$ cat config.mk
export PLATFORM = sky130hd
export DESIGN_NAME = adc_conversion_sequencer
export DESIGN_NICKNAME = d
export VERILOG_FILES = /design/src/adc_seq_pkg.sv /design/src/adc_conversion_sequencer.sv /design/src/adc_prescaler.sv
export SDC_FILE = /design/constraint.sdc
export NUM_CORES = 1
export LEC_CHECK = 0
export BUFFER_PORTS_ARGS = -buffer_cell sky130_fd_sc_hd__buf_2
export CORE_MARGIN = 5
export CORE_UTILIZATION = 30
export DETAILED_ROUTE_END_ITERATION = 8
export SLEW_MARGIN = 30
export SYNTH_ARGS = -nofsm -noshare
export SYNTH_HDL_FRONTEND = slang
export SYNTH_SLANG_ARGS = --single-unit
$ cat constraint.sdc
create_clock -name clk -period 8.1 [get_ports clk]
set_clock_uncertainty 0.15 [all_clocks]
set_input_delay 0.81 -clock clk [delete_from_list [all_inputs] [get_ports clk]]
set_output_delay 0.81 -clock clk [all_outputs]
set_load 0.02 [all_outputs]
$ cat src/adc_seq_pkg.sv
// Constants, register map and carrier types of the converter sequencer.
// Assumes a single 25 MHz peripheral clock and an analog core that accepts the control bundle.

package adc_seq_pkg;

  // ----------------------------------------------------------------------
  // Register map
  // ----------------------------------------------------------------------
  localparam int          IDX_W        = 5;
  localparam logic [4:0]  OFF_CTRL     = 5'h00;
  localparam logic [4:0]  OFF_CONF     = 5'h04;
  localparam logic [4:0]  OFF_SAMPCTRL = 5'h08;
  localparam logic [4:0]  OFF_CHANNEL  = 5'h0c;
  localparam logic [4:0]  OFF_COMMAND  = 5'h10;
  localparam logic [4:0]  OFF_FLAGS    = 5'h14;
  localparam logic [4:0]  OFF_RESULT   = 5'h18;
  localparam logic [4:0]  OFF_STATUS   = 5'h1c;

  // Field positions.
  localparam int CTRL_ENABLE  = 0;
  localparam int CTRL_FREERUN = 1;
  localparam int CTRL_EVTEN   = 2;
  localparam int CONF_DIV_LO  = 0;
  localparam int CONF_REF_LO  = 4;
  localparam int CONF_CAP     = 6;
  localparam int CONF_DLY_LO  = 8;
  localparam int CONF_INIT_LO = 12;
  localparam int STAT_REF_LO  = 8;
  localparam int STAT_BUSY    = 16;

  localparam logic [1:0]  RESP_OKAY   = 2'h0;
  localparam logic [1:0]  RESP_SLVERR = 2'h2;

  // ----------------------------------------------------------------------
  // Conversion timing in conversion clock cycles, full-scale code, reference code and clock rates
  // ----------------------------------------------------------------------
  localparam logic [8:0]  HOLD_CYCLES     = 9'h002;
  localparam logic [8:0]  CONV_CYCLES     = 9'h00d;
  localparam logic [8:0]  INIT_UNIT       = 9'h008;
  localparam logic [2:0]  INIT_SEL_MAX    = 3'h5;
  localparam logic [9:0]  FULL_SCALE      = 10'h3ff;
  localparam logic [1:0]  REF_INTERNAL    = 2'h0;
  localparam int          PERIPH_MIN_KHZ  = 100;
  localparam int          CLK_KHZ         = 25000;

  typedef enum logic [1:0] {
    ST_IDLE = 2'b00,
    ST_INIT = 2'b01,
    ST_CONV = 2'b11
  } seq_state_t;

  // Control bundle towards the analog core.
  typedef struct packed {
    logic       powerOn;
    logic       busy;
    logic       sampling;
    logic       hold;
    logic [4:0] channel;
    logic [1:0] reference;
    logic       internalRefOn;
    logic       tempSensorOn;
    logic       capSel;
  } ana_ctl_t;

  // Prescaler state.
  typedef struct packed {
    logic [7:0] cnt;
    logic       tick;
  } clock_divider_select_state_t;

  // Whole sequencer state.
  typedef struct packed {
    logic [IDX_W-1:0] awIdx;
    logic             awHave;
    logic [31:0]      wData;
    logic [3:0]       wStrb;
    logic             wHave;
    logic             bValid;
    logic [1:0]       bResp;
    logic             rValid;
    logic [31:0]      rData;
    logic [1:0]       rResp;
    logic             enable;
    logic             freeRun;
    logic             evtEn;
    logic [2:0]       divSel;
    logic [1:0]       refTmp;
    logic             capSel;
    logic [3:0]       sample_delay;
    logic [2:0]       initial_delay;
    logic [4:0]       sample_length;
    logic [4:0]       chanTmp;
    logic             startBit;
    logic             flag;
    logic [9:0]       result;
    logic             resEvt;
    logic [4:0]       chanAct;
    logic [1:0]       refAct;
    seq_state_t       st;
    logic [8:0]       cyc;
    logic             firstConv;
    logic             evtPrev;
    ana_ctl_t         ana;
  } seq_t;

endpackage : adc_seq_pkg

$ cat src/adc_conversion_sequencer.sv
// Sequencer of a ten-bit successive-approximation converter with an AXI4-Lite register slave.
// Assumes the analog core reports its result and over-range level when the conversion ends.
//
// Decided for this implementation: the register addresses and the AXI4-Lite interface to the registers.

`timescale 1ns/1ns
`default_nettype none

module adc_conversion_sequencer #(
  parameter int         ADDR_W       = 8,
  parameter logic [4:0] TEMP_CHANNEL = 5'h1e
) (
  input  wire logic                 clk,
  input  wire logic                 arst_n,
  input  wire logic [ADDR_W-1:0]    s_axi_awaddr,
  input  wire logic                 s_axi_awvalid,
  output logic                      s_axi_awready,
  input  wire logic [31:0]          s_axi_wdata,
  input  wire logic [3:0]           s_axi_wstrb,
  input  wire logic                 s_axi_wvalid,
  output logic                      s_axi_wready,
  output logic [1:0]                s_axi_bresp,
  output logic                      s_axi_bvalid,
  input  wire logic                 s_axi_bready,
  input  wire logic [ADDR_W-1:0]    s_axi_araddr,
  input  wire logic                 s_axi_arvalid,
  output logic                      s_axi_arready,
  output logic [31:0]               s_axi_rdata,
  output logic [1:0]                s_axi_rresp,
  output logic                      s_axi_rvalid,
  input  wire logic                 s_axi_rready,
  input  wire logic                 eventIn,
  input  wire logic [9:0]           anaResult,
  input  wire logic                 anaOverRange,
  output adc_seq_pkg::ana_ctl_t     anaCtl,
  output logic                      resultReady,
  output logic                      resultEvent
);

  // ----------------------------------------------------------------------
  // Elaboration checks
  // ----------------------------------------------------------------------
  if (ADDR_W < adc_seq_pkg::IDX_W) begin : g_bad_addr
    $error("ADDR_W too small for the register map");
  end
  if (adc_seq_pkg::CLK_KHZ <= adc_seq_pkg::PERIPH_MIN_KHZ) begin : g_bad_clk
    $error("Peripheral clock below the prescaler minimum");
  end

  adc_seq_pkg::seq_t s_q;
  adc_seq_pkg::seq_t s_d;
  logic              tick;
  logic              prescRun;

  // ----------------------------------------------------------------------
  // Helpers
  // ----------------------------------------------------------------------
  function automatic logic [8:0] initTicks(input logic [2:0] sel);
    if (sel == 3'h0) begin
      initTicks = 9'h000;
    end else if (sel > adc_seq_pkg::INIT_SEL_MAX) begin
      initTicks = adc_seq_pkg::INIT_UNIT << adc_seq_pkg::INIT_SEL_MAX;
    end else begin
      initTicks = adc_seq_pkg::INIT_UNIT << sel;
    end
  endfunction : initTicks

  function automatic logic [8:0] sampleTicks(input logic [3:0] dly, input logic [4:0] len);
    sampleTicks = adc_seq_pkg::HOLD_CYCLES + {5'h00, dly} + {4'h0, len};
  endfunction : sampleTicks

  // Prescaler runs only while enabled and a conversion is pending or running.
  assign prescRun = s_q.enable && (s_q.startBit || s_q.st != adc_seq_pkg::ST_IDLE);

  adc_prescaler u_clock_divider_select (
    .clk    (clk),
    .arst_n (arst_n),
    .run    (prescRun),
    .divSel (s_q.divSel),
    .tick   (tick)
  );

  // ----------------------------------------------------------------------
  // Next state
  // ----------------------------------------------------------------------
  always_comb begin
    logic [8:0]  sampT;
    logic [8:0]  lastT;
    logic        doWrite;
    logic        doRead;
    logic        done;
    logic        lastCyc;
    logic        evtEdge;
    logic        setFlag;
    logic        clrFlag;
    logic [4:0]  ridx;
    sampT   = sampleTicks(s_q.sample_delay, s_q.sample_length);
    lastT   = sampT + adc_seq_pkg::CONV_CYCLES - adc_seq_pkg::HOLD_CYCLES - 9'h001;
    s_d     = s_q;
    setFlag = 1'b0;
    clrFlag = 1'b0;
    s_d.resEvt = 1'b0;
    s_d.ana.hold = 1'b0;

    // AXI write channel capture, either order.
    if (s_axi_awvalid && !s_q.awHave) begin
      s_d.awHave = 1'b1;
      s_d.awIdx  = s_axi_awaddr[adc_seq_pkg::IDX_W-1:0];
    end
    if (s_axi_wvalid && !s_q.wHave) begin
      s_d.wHave = 1'b1;
      s_d.wData = s_axi_wdata;
      s_d.wStrb = s_axi_wstrb;
    end
    if (s_q.bValid && s_axi_bready) begin
      s_d.bValid = 1'b0;
    end
    doWrite = s_q.awHave && s_q.wHave && !s_q.bValid;
    ridx    = s_axi_araddr[adc_seq_pkg::IDX_W-1:0];
    doRead  = s_axi_arvalid && !s_q.rValid;
    if (s_q.rValid && s_axi_rready) begin
      s_d.rValid = 1'b0;
    end

    // Event trigger on its rising edge.
    s_d.evtPrev = eventIn;
    evtEdge     = eventIn && !s_q.evtPrev && s_q.evtEn && s_q.enable;
    if (evtEdge) begin
      s_d.startBit = 1'b1;
    end

    if (doWrite) begin
      s_d.awHave = 1'b0;
      s_d.wHave  = 1'b0;
      s_d.bValid = 1'b1;
      s_d.bResp  = adc_seq_pkg::RESP_OKAY;
      if (s_q.awIdx == adc_seq_pkg::OFF_CTRL) begin
        if (s_q.wStrb[0]) begin
          s_d.enable  = s_q.wData[adc_seq_pkg::CTRL_ENABLE];
          s_d.freeRun = s_q.wData[adc_seq_pkg::CTRL_FREERUN];
          s_d.evtEn   = s_q.wData[adc_seq_pkg::CTRL_EVTEN];
        end
      end else if (s_q.awIdx == adc_seq_pkg::OFF_CONF) begin
        if (s_q.wStrb[0]) begin
          s_d.divSel = s_q.wData[adc_seq_pkg::CONF_DIV_LO +: 3];
          s_d.refTmp = s_q.wData[adc_seq_pkg::CONF_REF_LO +: 2];
          s_d.capSel = s_q.wData[adc_seq_pkg::CONF_CAP];
        end
        if (s_q.wStrb[1]) begin
          s_d.sample_delay = s_q.wData[adc_seq_pkg::CONF_DLY_LO +: 4];
          s_d.initial_delay = s_q.wData[adc_seq_pkg::CONF_INIT_LO +: 3];
        end
      end else if (s_q.awIdx == adc_seq_pkg::OFF_SAMPCTRL) begin
        if (s_q.wStrb[0]) begin
          s_d.sample_length = s_q.wData[4:0];
        end
      end else if (s_q.awIdx == adc_seq_pkg::OFF_CHANNEL) begin
        if (s_q.wStrb[0]) begin
          s_d.chanTmp = s_q.wData[4:0];
        end
      end else if (s_q.awIdx == adc_seq_pkg::OFF_COMMAND) begin
        if (s_q.wStrb[0] && s_q.enable) begin
          // A one starts; a zero stops free-running after the current conversion.
          s_d.startBit = s_q.wData[0] || evtEdge || (s_q.startBit && !s_q.freeRun);
        end
      end else if (s_q.awIdx == adc_seq_pkg::OFF_FLAGS) begin
        clrFlag = s_q.wStrb[0] && s_q.wData[0];
      end else if (s_q.awIdx == adc_seq_pkg::OFF_RESULT ||
                   s_q.awIdx == adc_seq_pkg::OFF_STATUS) begin
        s_d.bResp = adc_seq_pkg::RESP_OKAY;
      end else begin
        s_d.bResp = adc_seq_pkg::RESP_SLVERR;
      end
    end

    if (doRead) begin
      s_d.rValid = 1'b1;
      s_d.rResp  = adc_seq_pkg::RESP_OKAY;
      s_d.rData  = 32'h0000_0000;
      if (ridx == adc_seq_pkg::OFF_CTRL) begin
        s_d.rData[adc_seq_pkg::CTRL_ENABLE]  = s_q.enable;
        s_d.rData[adc_seq_pkg::CTRL_FREERUN] = s_q.freeRun;
        s_d.rData[adc_seq_pkg::CTRL_EVTEN]   = s_q.evtEn;
      end else if (ridx == adc_seq_pkg::OFF_CONF) begin
        s_d.rData[adc_seq_pkg::CONF_DIV_LO +: 3]  = s_q.divSel;
        s_d.rData[adc_seq_pkg::CONF_REF_LO +: 2]  = s_q.refTmp;
        s_d.rData[adc_seq_pkg::CONF_CAP]          = s_q.capSel;
        s_d.rData[adc_seq_pkg::CONF_DLY_LO +: 4]  = s_q.sample_delay;
        s_d.rData[adc_seq_pkg::CONF_INIT_LO +: 3] = s_q.initial_delay;
      end else if (ridx == adc_seq_pkg::OFF_SAMPCTRL) begin
        s_d.rData[4:0] = s_q.sample_length;
      end else if (ridx == adc_seq_pkg::OFF_CHANNEL) begin
        s_d.rData[4:0] = s_q.chanTmp;
      end else if (ridx == adc_seq_pkg::OFF_COMMAND) begin
        s_d.rData[0] = s_q.startBit;
      end else if (ridx == adc_seq_pkg::OFF_FLAGS) begin
        s_d.rData[0] = s_q.flag;
      end else if (ridx == adc_seq_pkg::OFF_RESULT) begin
        s_d.rData[9:0] = s_q.result;
        clrFlag        = 1'b1;
      end else if (ridx == adc_seq_pkg::OFF_STATUS) begin
        s_d.rData[4:0]                           = s_q.chanAct;
        s_d.rData[adc_seq_pkg::STAT_REF_LO +: 2] = s_q.refAct;
        s_d.rData[adc_seq_pkg::STAT_BUSY]        = s_q.st != adc_seq_pkg::ST_IDLE;
      end else begin
        s_d.rResp = adc_seq_pkg::RESP_SLVERR;
      end
    end

    // ----------------------------------------------------------------------
    // Conversion sequence
    // ----------------------------------------------------------------------
    done    = 1'b0;
    lastCyc = (s_q.st == adc_seq_pkg::ST_CONV) && (s_q.cyc == lastT);
    case (s_q.st)
      adc_seq_pkg::ST_IDLE: begin
        if (tick && s_q.startBit) begin
          s_d.cyc = 9'h000;
          if (s_q.firstConv && initTicks(s_q.initial_delay) != 9'h000) begin
            s_d.st = adc_seq_pkg::ST_INIT;
          end else begin
            s_d.st = adc_seq_pkg::ST_CONV;
          end
          s_d.firstConv = 1'b0;
        end
      end
      adc_seq_pkg::ST_INIT: begin
        if (tick) begin
          if (s_q.cyc == initTicks(s_q.initial_delay) - 9'h001) begin
            s_d.cyc = 9'h000;
            s_d.st  = adc_seq_pkg::ST_CONV;
          end else begin
            s_d.cyc = s_q.cyc + 9'h001;
          end
        end
      end
      adc_seq_pkg::ST_CONV: begin
        if (tick) begin
          if (s_q.cyc == sampT - 9'h001) begin
            s_d.ana.hold = 1'b1;
          end
          if (lastCyc) begin
            done = 1'b1;
            s_d.cyc = 9'h000;
            if (!(s_q.freeRun && s_q.startBit)) begin
              s_d.st       = adc_seq_pkg::ST_IDLE;
              s_d.startBit = evtEdge;
            end
          end else begin
            s_d.cyc = s_q.cyc + 9'h001;
          end
        end
      end
      default: begin
        s_d.st = adc_seq_pkg::ST_IDLE;
      end
    endcase

    if (done) begin
      s_d.result = anaOverRange ? adc_seq_pkg::FULL_SCALE : anaResult;
      s_d.resEvt = 1'b1;
      setFlag    = 1'b1;
    end
    // A completion in the same cycle as a clear keeps the flag set.
    s_d.flag = setFlag || (s_q.flag && !clrFlag);

    // Temporary selection copied while idle and in the final cycle only.
    if (s_q.enable && (s_q.st == adc_seq_pkg::ST_IDLE || lastCyc)) begin
      s_d.chanAct = s_q.chanTmp;
      s_d.refAct  = s_q.refTmp;
    end

    // Disabled converter holds the sequence in reset.
    if (!s_d.enable) begin
      s_d.st        = adc_seq_pkg::ST_IDLE;
      s_d.cyc       = 9'h000;
      s_d.startBit  = 1'b0;
      s_d.firstConv = 1'b1;
      s_d.ana.hold  = 1'b0;
    end

    s_d.ana.powerOn       = s_d.enable;
    s_d.ana.busy          = s_d.st == adc_seq_pkg::ST_CONV;
    s_d.ana.sampling      = (s_d.st == adc_seq_pkg::ST_CONV) && (s_d.cyc < sampT);
    s_d.ana.channel       = s_d.chanAct;
    s_d.ana.reference     = s_d.refAct;
    s_d.ana.internalRefOn = s_d.enable && s_d.refAct == adc_seq_pkg::REF_INTERNAL;
    s_d.ana.tempSensorOn  = s_d.enable && s_d.chanAct == TEMP_CHANNEL;
    s_d.ana.capSel        = s_d.capSel;
  end

  always_ff @(posedge clk or negedge arst_n) begin
    if (!arst_n) begin
      s_q           <= '0;
      s_q.firstConv <= 1'b1;
    end else begin
      s_q <= s_d;
    end
  end

  // ----------------------------------------------------------------------
  // Outputs
  // ----------------------------------------------------------------------
  assign s_axi_awready = !s_q.awHave;
  assign s_axi_wready  = !s_q.wHave;
  assign s_axi_bvalid  = s_q.bValid;
  assign s_axi_bresp   = s_q.bResp;
  assign s_axi_arready = !s_q.rValid;
  assign s_axi_rvalid  = s_q.rValid;
  assign s_axi_rdata   = s_q.rData;
  assign s_axi_rresp   = s_q.rResp;
  assign anaCtl        = s_q.ana;
  assign resultReady   = s_q.flag;
  assign resultEvent   = s_q.resEvt;

endmodule : adc_conversion_sequencer

`default_nettype wire

$ cat src/adc_prescaler.sv
// Conversion clock prescaler: one tick per rising edge of the divided clock.
// Assumes run is a registered level from the sequencer.

`timescale 1ns/1ns
`default_nettype none

module adc_prescaler (
  input  wire logic       clk,
  input  wire logic       arst_n,
  input  wire logic       run,
  input  wire logic [2:0] divSel,
  output logic            tick
);

  adc_seq_pkg::clock_divider_select_state_t s_q;
  adc_seq_pkg::clock_divider_select_state_t s_d;

  // Half of the division factor 2 << divSel.
  function automatic logic [7:0] halfFactor(input logic [2:0] sel);
    halfFactor = 8'h01 << sel;
  endfunction : halfFactor

  always_comb begin
    s_d = s_q;
    if (!run) begin
      s_d.cnt  = 8'h00;
      s_d.tick = 1'b0;
    end else begin
      s_d.tick = (s_q.cnt == halfFactor(divSel));
      if (s_q.cnt == ((halfFactor(divSel) << 1) - 8'h01)) begin
        s_d.cnt = 8'h00;
      end else begin
        s_d.cnt = s_q.cnt + 8'h01;
      end
    end
  end

  always_ff @(posedge clk or negedge arst_n) begin
    if (!arst_n) begin
      s_q <= '0;
    end else begin
      s_q <= s_d;
    end
  end

  assign tick = s_q.tick;

endmodule : adc_prescaler

`default_nettype wire

==> metrics.txt, run 1 <==
Routed Antenna Nets=0; outcome=finished, final reports clean; IR drop worst, VDD=roughly 230 uV; Final Cycle Share=between 70% and 80%; routed len/inst=between 15 and 20 um; Synth top area share=around 42%; Placement Setup Slack=~2.2 ns; Static Leak=~3.6 nW; Post-Syn Area=6814 um2; later-pin clock latency in the skew report=approximately 0.42 ns; Mapped Cells=slightly above 700; First DRT Iteration DRCs=approximately 360; Setup Fix Bufs, Post-CTS=0; ANT cells=0; critical path launch point type=flop; final worst slack=about 2 ns; Via Count=between 5000 and 6000; Area Growth Syn to Fin=14.07%; number of synthesized register bits=approximately 120; Fmax=roughly 0.17 GHz; Final Slew Violations=0; port buffer count=83; Slew @ Worst Pin=0.9897 ns; total die area=25830 um2; routability cong.=0.8322; remaining global-route overflow=0; drt drc=0; hold-fix buffers at CTS=0; Clock Path Buffers=2; Core Footprint=between 20000 and 25000 um2; number of synthesized flops with an enable pin=0; sequential area share after synthesis=approximately 43%; CTS tree=done; Critical Path Sink Type=flop; most common cell in the netlist=dfrtp_1; crit path kind=flop to flop; min cycle time layout=a little over 6 ns; Tot GR Track Use=about an eighth; global-route wire length before repair=27790 um; Initial Util=between 30 and 40%; Synth area leaders=dfrtp_1 42%, mux2_2 9.1%, buf_4 5.7%, ha_1 3.5%, nor2_1 3.4%; CP arrival=roughly 6.2 ns; CP Data Required Time=around 8.3 ns; fin nets=approximately 840; worst hold path class=input port to async pin; clock buffer count from CTS=17; vias per cell=about 5; Die Width=approximately 160 um; share of layout cells above drive strength 1=about a quarter; PwrDens=341.0 nW/um2; Setup violations, final=0; Synth Flop Type=dfrtp_1; Max Cap Viol=0; die height=about 160 um; largest net degree at the start of global routing=71; maximum fanout along the worst path=18; unrepaired setup endpoints after global routing=false; # resized after CTS=0; synth cell count leaders=115 x dfrtp_1, 61 x nor2_1, 56 x nand2_1; Placement Rows=55; antenna violations before repair=0; vias in the first global route=between 5000 and 6000; DRT Pass-1 Iters=7; Top-Level Pins=roughly 130; R2R Setup Slk=2.05 ns; CTS sink count=roughly 120; Synth warnings=0; post-detail-place hpwl=12450 um; root buffer cell=clkbuf_16; CTS H-Tree Depth=4; Synth async-reset ratio=100.0%; leading area contributor after synthesis=dfrtp_1; final hold viol count=0; fill cell count=approximately 2300; clock transition at the registers of the reported paths=~0.060 ns; TNS Setup=0 ns; Slew HR=33.51%; Synth cell types=a little under 70; DRT Wirelength=between 15000 and 20000 um; Synth Area per Inst=9.652 um2
==> power by group <==
group	internal [W]	total (W)	switching [W]
sequential	0.000711	0.000873	0.000161
combinational	0.000437	0.00100	0.000567
clock	0.000486	0.000774	0.000288
total	0.00163	0.00265	0.00102
==> area by class of cell <==
cell class | count | area [um2] | area share, %
Multi-Input combinational cell | 494 | 3352 | 43.13
Timing Repair Buffer | 87 | 451.7 | 5.811
Clock buffer | 17 | 425.4 | 5.473
Inverter | 28 | 105.1 | 1.352
Tap cell | 285 | 356.6 | 4.588
Sequential cell | 116 | 2904 | 37.36
Clock inverter | 14 | 177.7 | 2.286
==> cells in the final DEF (no fill, tap or decap), drive strengths merged, types with 8 or more instances in the layout <==
master / count
dfrtp: 115
o21ai: 39
xnor2: 15
nand2: 56
buf: 87
a21o: 10
mux2i: 13
a31oi: 8
nor2: 61
conb: 19
nor3: 31
clkbuf: 17
inv: 33
xor2: 14
a21oi: 26
nand3: 25
mux2: 55
ha: 19
==> registers in the layout, summed over array words and instances, names as in the netlist <==
name and cells:
u_clock_divider_select.s_q 8, s_axi_rdata 16, u_clock_divider_select.tick 1, s_q 71, resultEvent 1, anaCtl 14
resultReady 1, s_axi_rvalid 1, s_axi_bvalid 1, s_axi_bresp 1, s_axi_rresp 1
==> layer usage <==
layer	vias to the layer above	GRT usage, %	routed length (um)
li1	2503	-	-
met1	2522	18.85	7958
met2	158	20.32	7755
met3	19	3.413	1083
met4	0	3.877	217
met5	-	0	0
==> worst max-delay path, stage by stage (launching register included) <==
cell,delay (ns)
dfrtp_1,0.34
inv_1,0.08
ha_1,0.28
inv_1,0.04
ha_1,0.21
fa_1,0.44
xor2_2,0.43
inv_1,0.16
a21o_2,0.22
a221oi_2,0.33
xnor2_1,0.19
mux2i_1,0.57
a21o_2,0.49
nand2_1,0.19
o22ai_1,0.26
ha_1,0.28
a21o_1,0.16
a21o_1,0.17
a21oi_1,0.18
nand2_1,0.07
a211oi_1,0.25
a31oi_1,0.10
nor4b_1,0.32
==> worst paths after layout <==
path,from,endpoint,depth (start not counted)
setup reg to reg,s_q[53],anaCtl[11],22
hold reg to reg,s_axi_rdata[8],s_axi_rdata[8],2
hold / removal,arst_n,s_q[55],1
min in group clk,s_axi_rdata[8],s_axi_rdata[8],2
max in group asynchronous,arst_n,anaCtl[12],2
setup / recovery,s_q[53],anaCtl[11],22
==> per-stage QoR <==
| stage | utilization (%) | total power (W) | cell area (um2) | instances | hold slack [ns] |
|---|---|---|---|---|---|
| after floorplan | - | 0.001656 | 6878 | 723 | 0.2945 |
| after global placement | 31.81 | 0.001855 | 7158 | 1010 | 0.3102 |
| after detailed placement | 31.84 | 0.001877 | 7166 | 1010 | 0.3208 |
| after CTS | 34.52 | 0.002662 | 7769 | 1041 | 0.3327 |
| after global routing | 34.54 | 0.002830 | 7772 | 1041 | 0.2938 |
| final | 34.54 | 0.002650 | 7772 | 1041 | 0.2277 |
==> cells by family (layout without fill, tap and decap cells) <==
logic type | count (synthesis) | after routing | synth area share (%)
simple gates | 230 | 230 | 16.38
compound gates | 125 | 125 | 12.01
flops | 116 | 116 | 42.62
buf+inv | 113 | 146 | 9.273
mux | 71 | 71 | 11.99
xor+xnor | 29 | 29 | 3.838
fa+ha+maj | 20 | 20 | 3.783
other cells | 2 | 19 | 0.1102
(Power assumes the default switching activity.)
==> run 2, diff against run 1 <==
==> constraint.sdc (replaced) <==
create_clock -name clk -period 5.35 [get_ports clk]
set_clock_uncertainty 0.15 [all_clocks]
set_input_delay 0.535 -clock clk [delete_from_list [all_inputs] [get_ports clk]]
set_output_delay 0.535 -clock clk [all_outputs]
set_load 0.02 [all_outputs]
==> run 2 against run 1 <==
Against the previous run:
- the flow now finishes with violations (negative hold slack)
- sequential power rose by 51%
- routed wire length about the same
- first-iteration DRC count fell by 6.9%
- count of clock-buffer cells in the layout grew 2
- sequential share of layout area decreased by 0.68 points
- critical path depth unchanged
- sequential cell count unchanged
- cell count grew 1.4%
- highest routed layer unchanged
- hold slack got worse by 0.28 ns
==> metrics.txt, run 2 (synthesis results as in run 1) <==
total die area=25830 um2 (unchanged); min cycle time layout=5.193 ns (-0.8562 ns); Via Count=5270 (+1.3%); Final Slew Violations=0 (unchanged); Final Cycle Share=97.07% (+22 points); Setup violations, final=0 (unchanged); largest net degree at the start of global routing=69 (-2.8%); final hold viol count=47 (+47); Top-Level Pins=128 (unchanged); maximum fanout along the worst path=10 (-8); CP Data Required Time=5.52 ns (-2.73 ns); failing checks=negative hold slack; Die Width=160.7 um (unchanged); Placement Rows=55 (unchanged); Slew @ Worst Pin=0.7619 ns (-0.2278 ns); root buffer cell=clkbuf_16; routed len/inst=16.13 um (-1.3%); most frequent cells in the layout=115 x dfrtp_1, 82 x buf_2, 61 x nor2_1; fin nets=849 (+1.7%); Tot GR Track Use=13.08% (-0.27 points); Static Leak=3.627 nW (+1.4%); DRT Pass-1 Iters=5 (-2); IR drop worst, VDD=316.6 uV (+38%); ANT cells=0 (unchanged); Fmax=0.1926 GHz (+16%); antenna violations before repair=0 (unchanged); DRT Wirelength=17030 um (about the same); Slew HR=48.74% (+15 points); routability cong.=0.8478 (+1.9%); Initial Util=30.28% (unchanged); Critical Path Sink Type=flop; Post-DP Area=7261 um2 (+1.3%); finished layout cell area=7918 um2 (+1.9%); total power=0.004108 W (+55%); global-route wire length before repair=27290 um (-1.8%); CTS H-Tree Depth=4 (unchanged); critical path launch point type=flop; share of layout cells above drive strength 1=28.15% (+2.9 points); Core Footprint=22500 um2 (unchanged); worst hold slack=-0.05441 ns (-0.2821 ns); Largest Register=s_q; clock buffer count from CTS=17 (unchanged); Routed Antenna Nets=0 (unchanged); outcome=finished with violations; post-detail-place hpwl=12500 um (+0.34%); crit path kind=flop to flop; CTS sink count=116 (unchanged); remaining global-route overflow=0 (unchanged); worst hold path class=input port to async pin; Clock Path Buffers=2 (unchanged); CP arrival=5.36 ns (-0.84 ns); vias in the first global route=5066 (+0.22%); drt drc=0 (unchanged); CTS tree=done; Max Cap Viol=0 (unchanged); vias per cell=4.991 (-0.13%); Area Growth Syn to Fin=16.20%; clock transition at the registers of the reported paths=0.06 ns (about the same); port buffer count=83 (unchanged); commonest non-fill, non-tap cell in the layout=dfrtp_1; PwrDens=518.9 nW/um2 (+52%); final core occ=35.18% (+0.65 points); die height=160.7 um (unchanged); max reg flops=71 (unchanged); later-pin clock latency in the skew report=0.41 ns (about the same); First DRT Iteration DRCs=336 (-6.9%)
==> run 2: final cells by class <==
type / instances / area, um2
Fill cell: 2297 / 14590
Clock inverter: 13 / 100.1
Timing Repair Buffer: 101 / 569.3
Multi-Input combinational cell: 494 / 3430
Tap cell: 285 / 356.6
Clock buffer: 19 / 452.9
Inverter: 28 / 105.1
Sequential cell: 116 / 2904
==> run 2: critical path, stage by stage, from the launching register on <==
cell and delay (ns):
dfrtp_1 0.36, inv_1 0.06, ha_1 0.28, inv_1 0.04
ha_1 0.22, fa_2 0.57, buf_12 0.13, or4b_1 0.46
mux2i_2 0.25, a221oi_4 0.12, xnor2_1 0.21, mux2i_1 0.31
a21o_2 0.23, nand2_2 0.10, o22ai_2 0.20, ha_1 0.27
a21o_1 0.16, a21o_1 0.18, a21oi_2 0.14, nand2_1 0.07
a211oi_1 0.23, a31oi_1 0.09, nor4b_2 0.25
==> run 2: path summary, 6_finish.rpt <==
check | startpoint | to | slack (ns) | cells after the start
hold / removal | arst_n | anaCtl[8] | -0.05 | 1
setup reg to reg | s_q[61] | anaCtl[11] | 0.16 | 22
min in group clk | eventIn | s_q[14] | 0.11 | 1
max in group asynchronous | arst_n | anaCtl[10] | 4.00 | 2
hold reg to reg | s_axi_rdata[5] | s_axi_rdata[5] | 0.32 | 2
setup / recovery | s_q[61] | anaCtl[11] | 0.16 | 22
==> run 2: what timing repair did <==
| item | in CTS | in global routing |
|---|---|---|
| gates resized for setup | 0 | 15 |
| hold buffers | 0 | 0 |
| setup buffers | 0 | 3 |
| endpoints found under the setup margin | 0 | 1 |
==> run 2: layer usage <==
metal / part of all wire [%] / wire length (um) / GRT usage, % / vias to the layer above
li1: - / - / - / 2536
met1: 47 / 8008 / 18.05 / 2583
met2: 46 / 7861 / 20.59 / 140
met3: 6.0 / 1028 / 3.798 / 11
met4: 0.78 / 132 / 2.714 / 0
met5: 0 / 0 / 0 / -
==> run 2: metrics by stage <==
stage	setup slack [ns]	std cells	setup TNS [ns]
after detailed placement	0.05494	1021	0
final	0.1567	1056	0
after floorplan	0.1915	723	0
after CTS	0.01111	1053	0
after global placement	-0.001212	1021	-0.001212
after global routing	-0.1211	1056	-0.1211
==> run 2: power by group <==
group | leakage, nW | internal [W] | switching (W)
Sequential | 1.50 | 0.00108 | 0.000241
Clock | 0.271 | 0.000622 | 0.000432
Combinational | 1.86 | 0.000810 | 0.000927
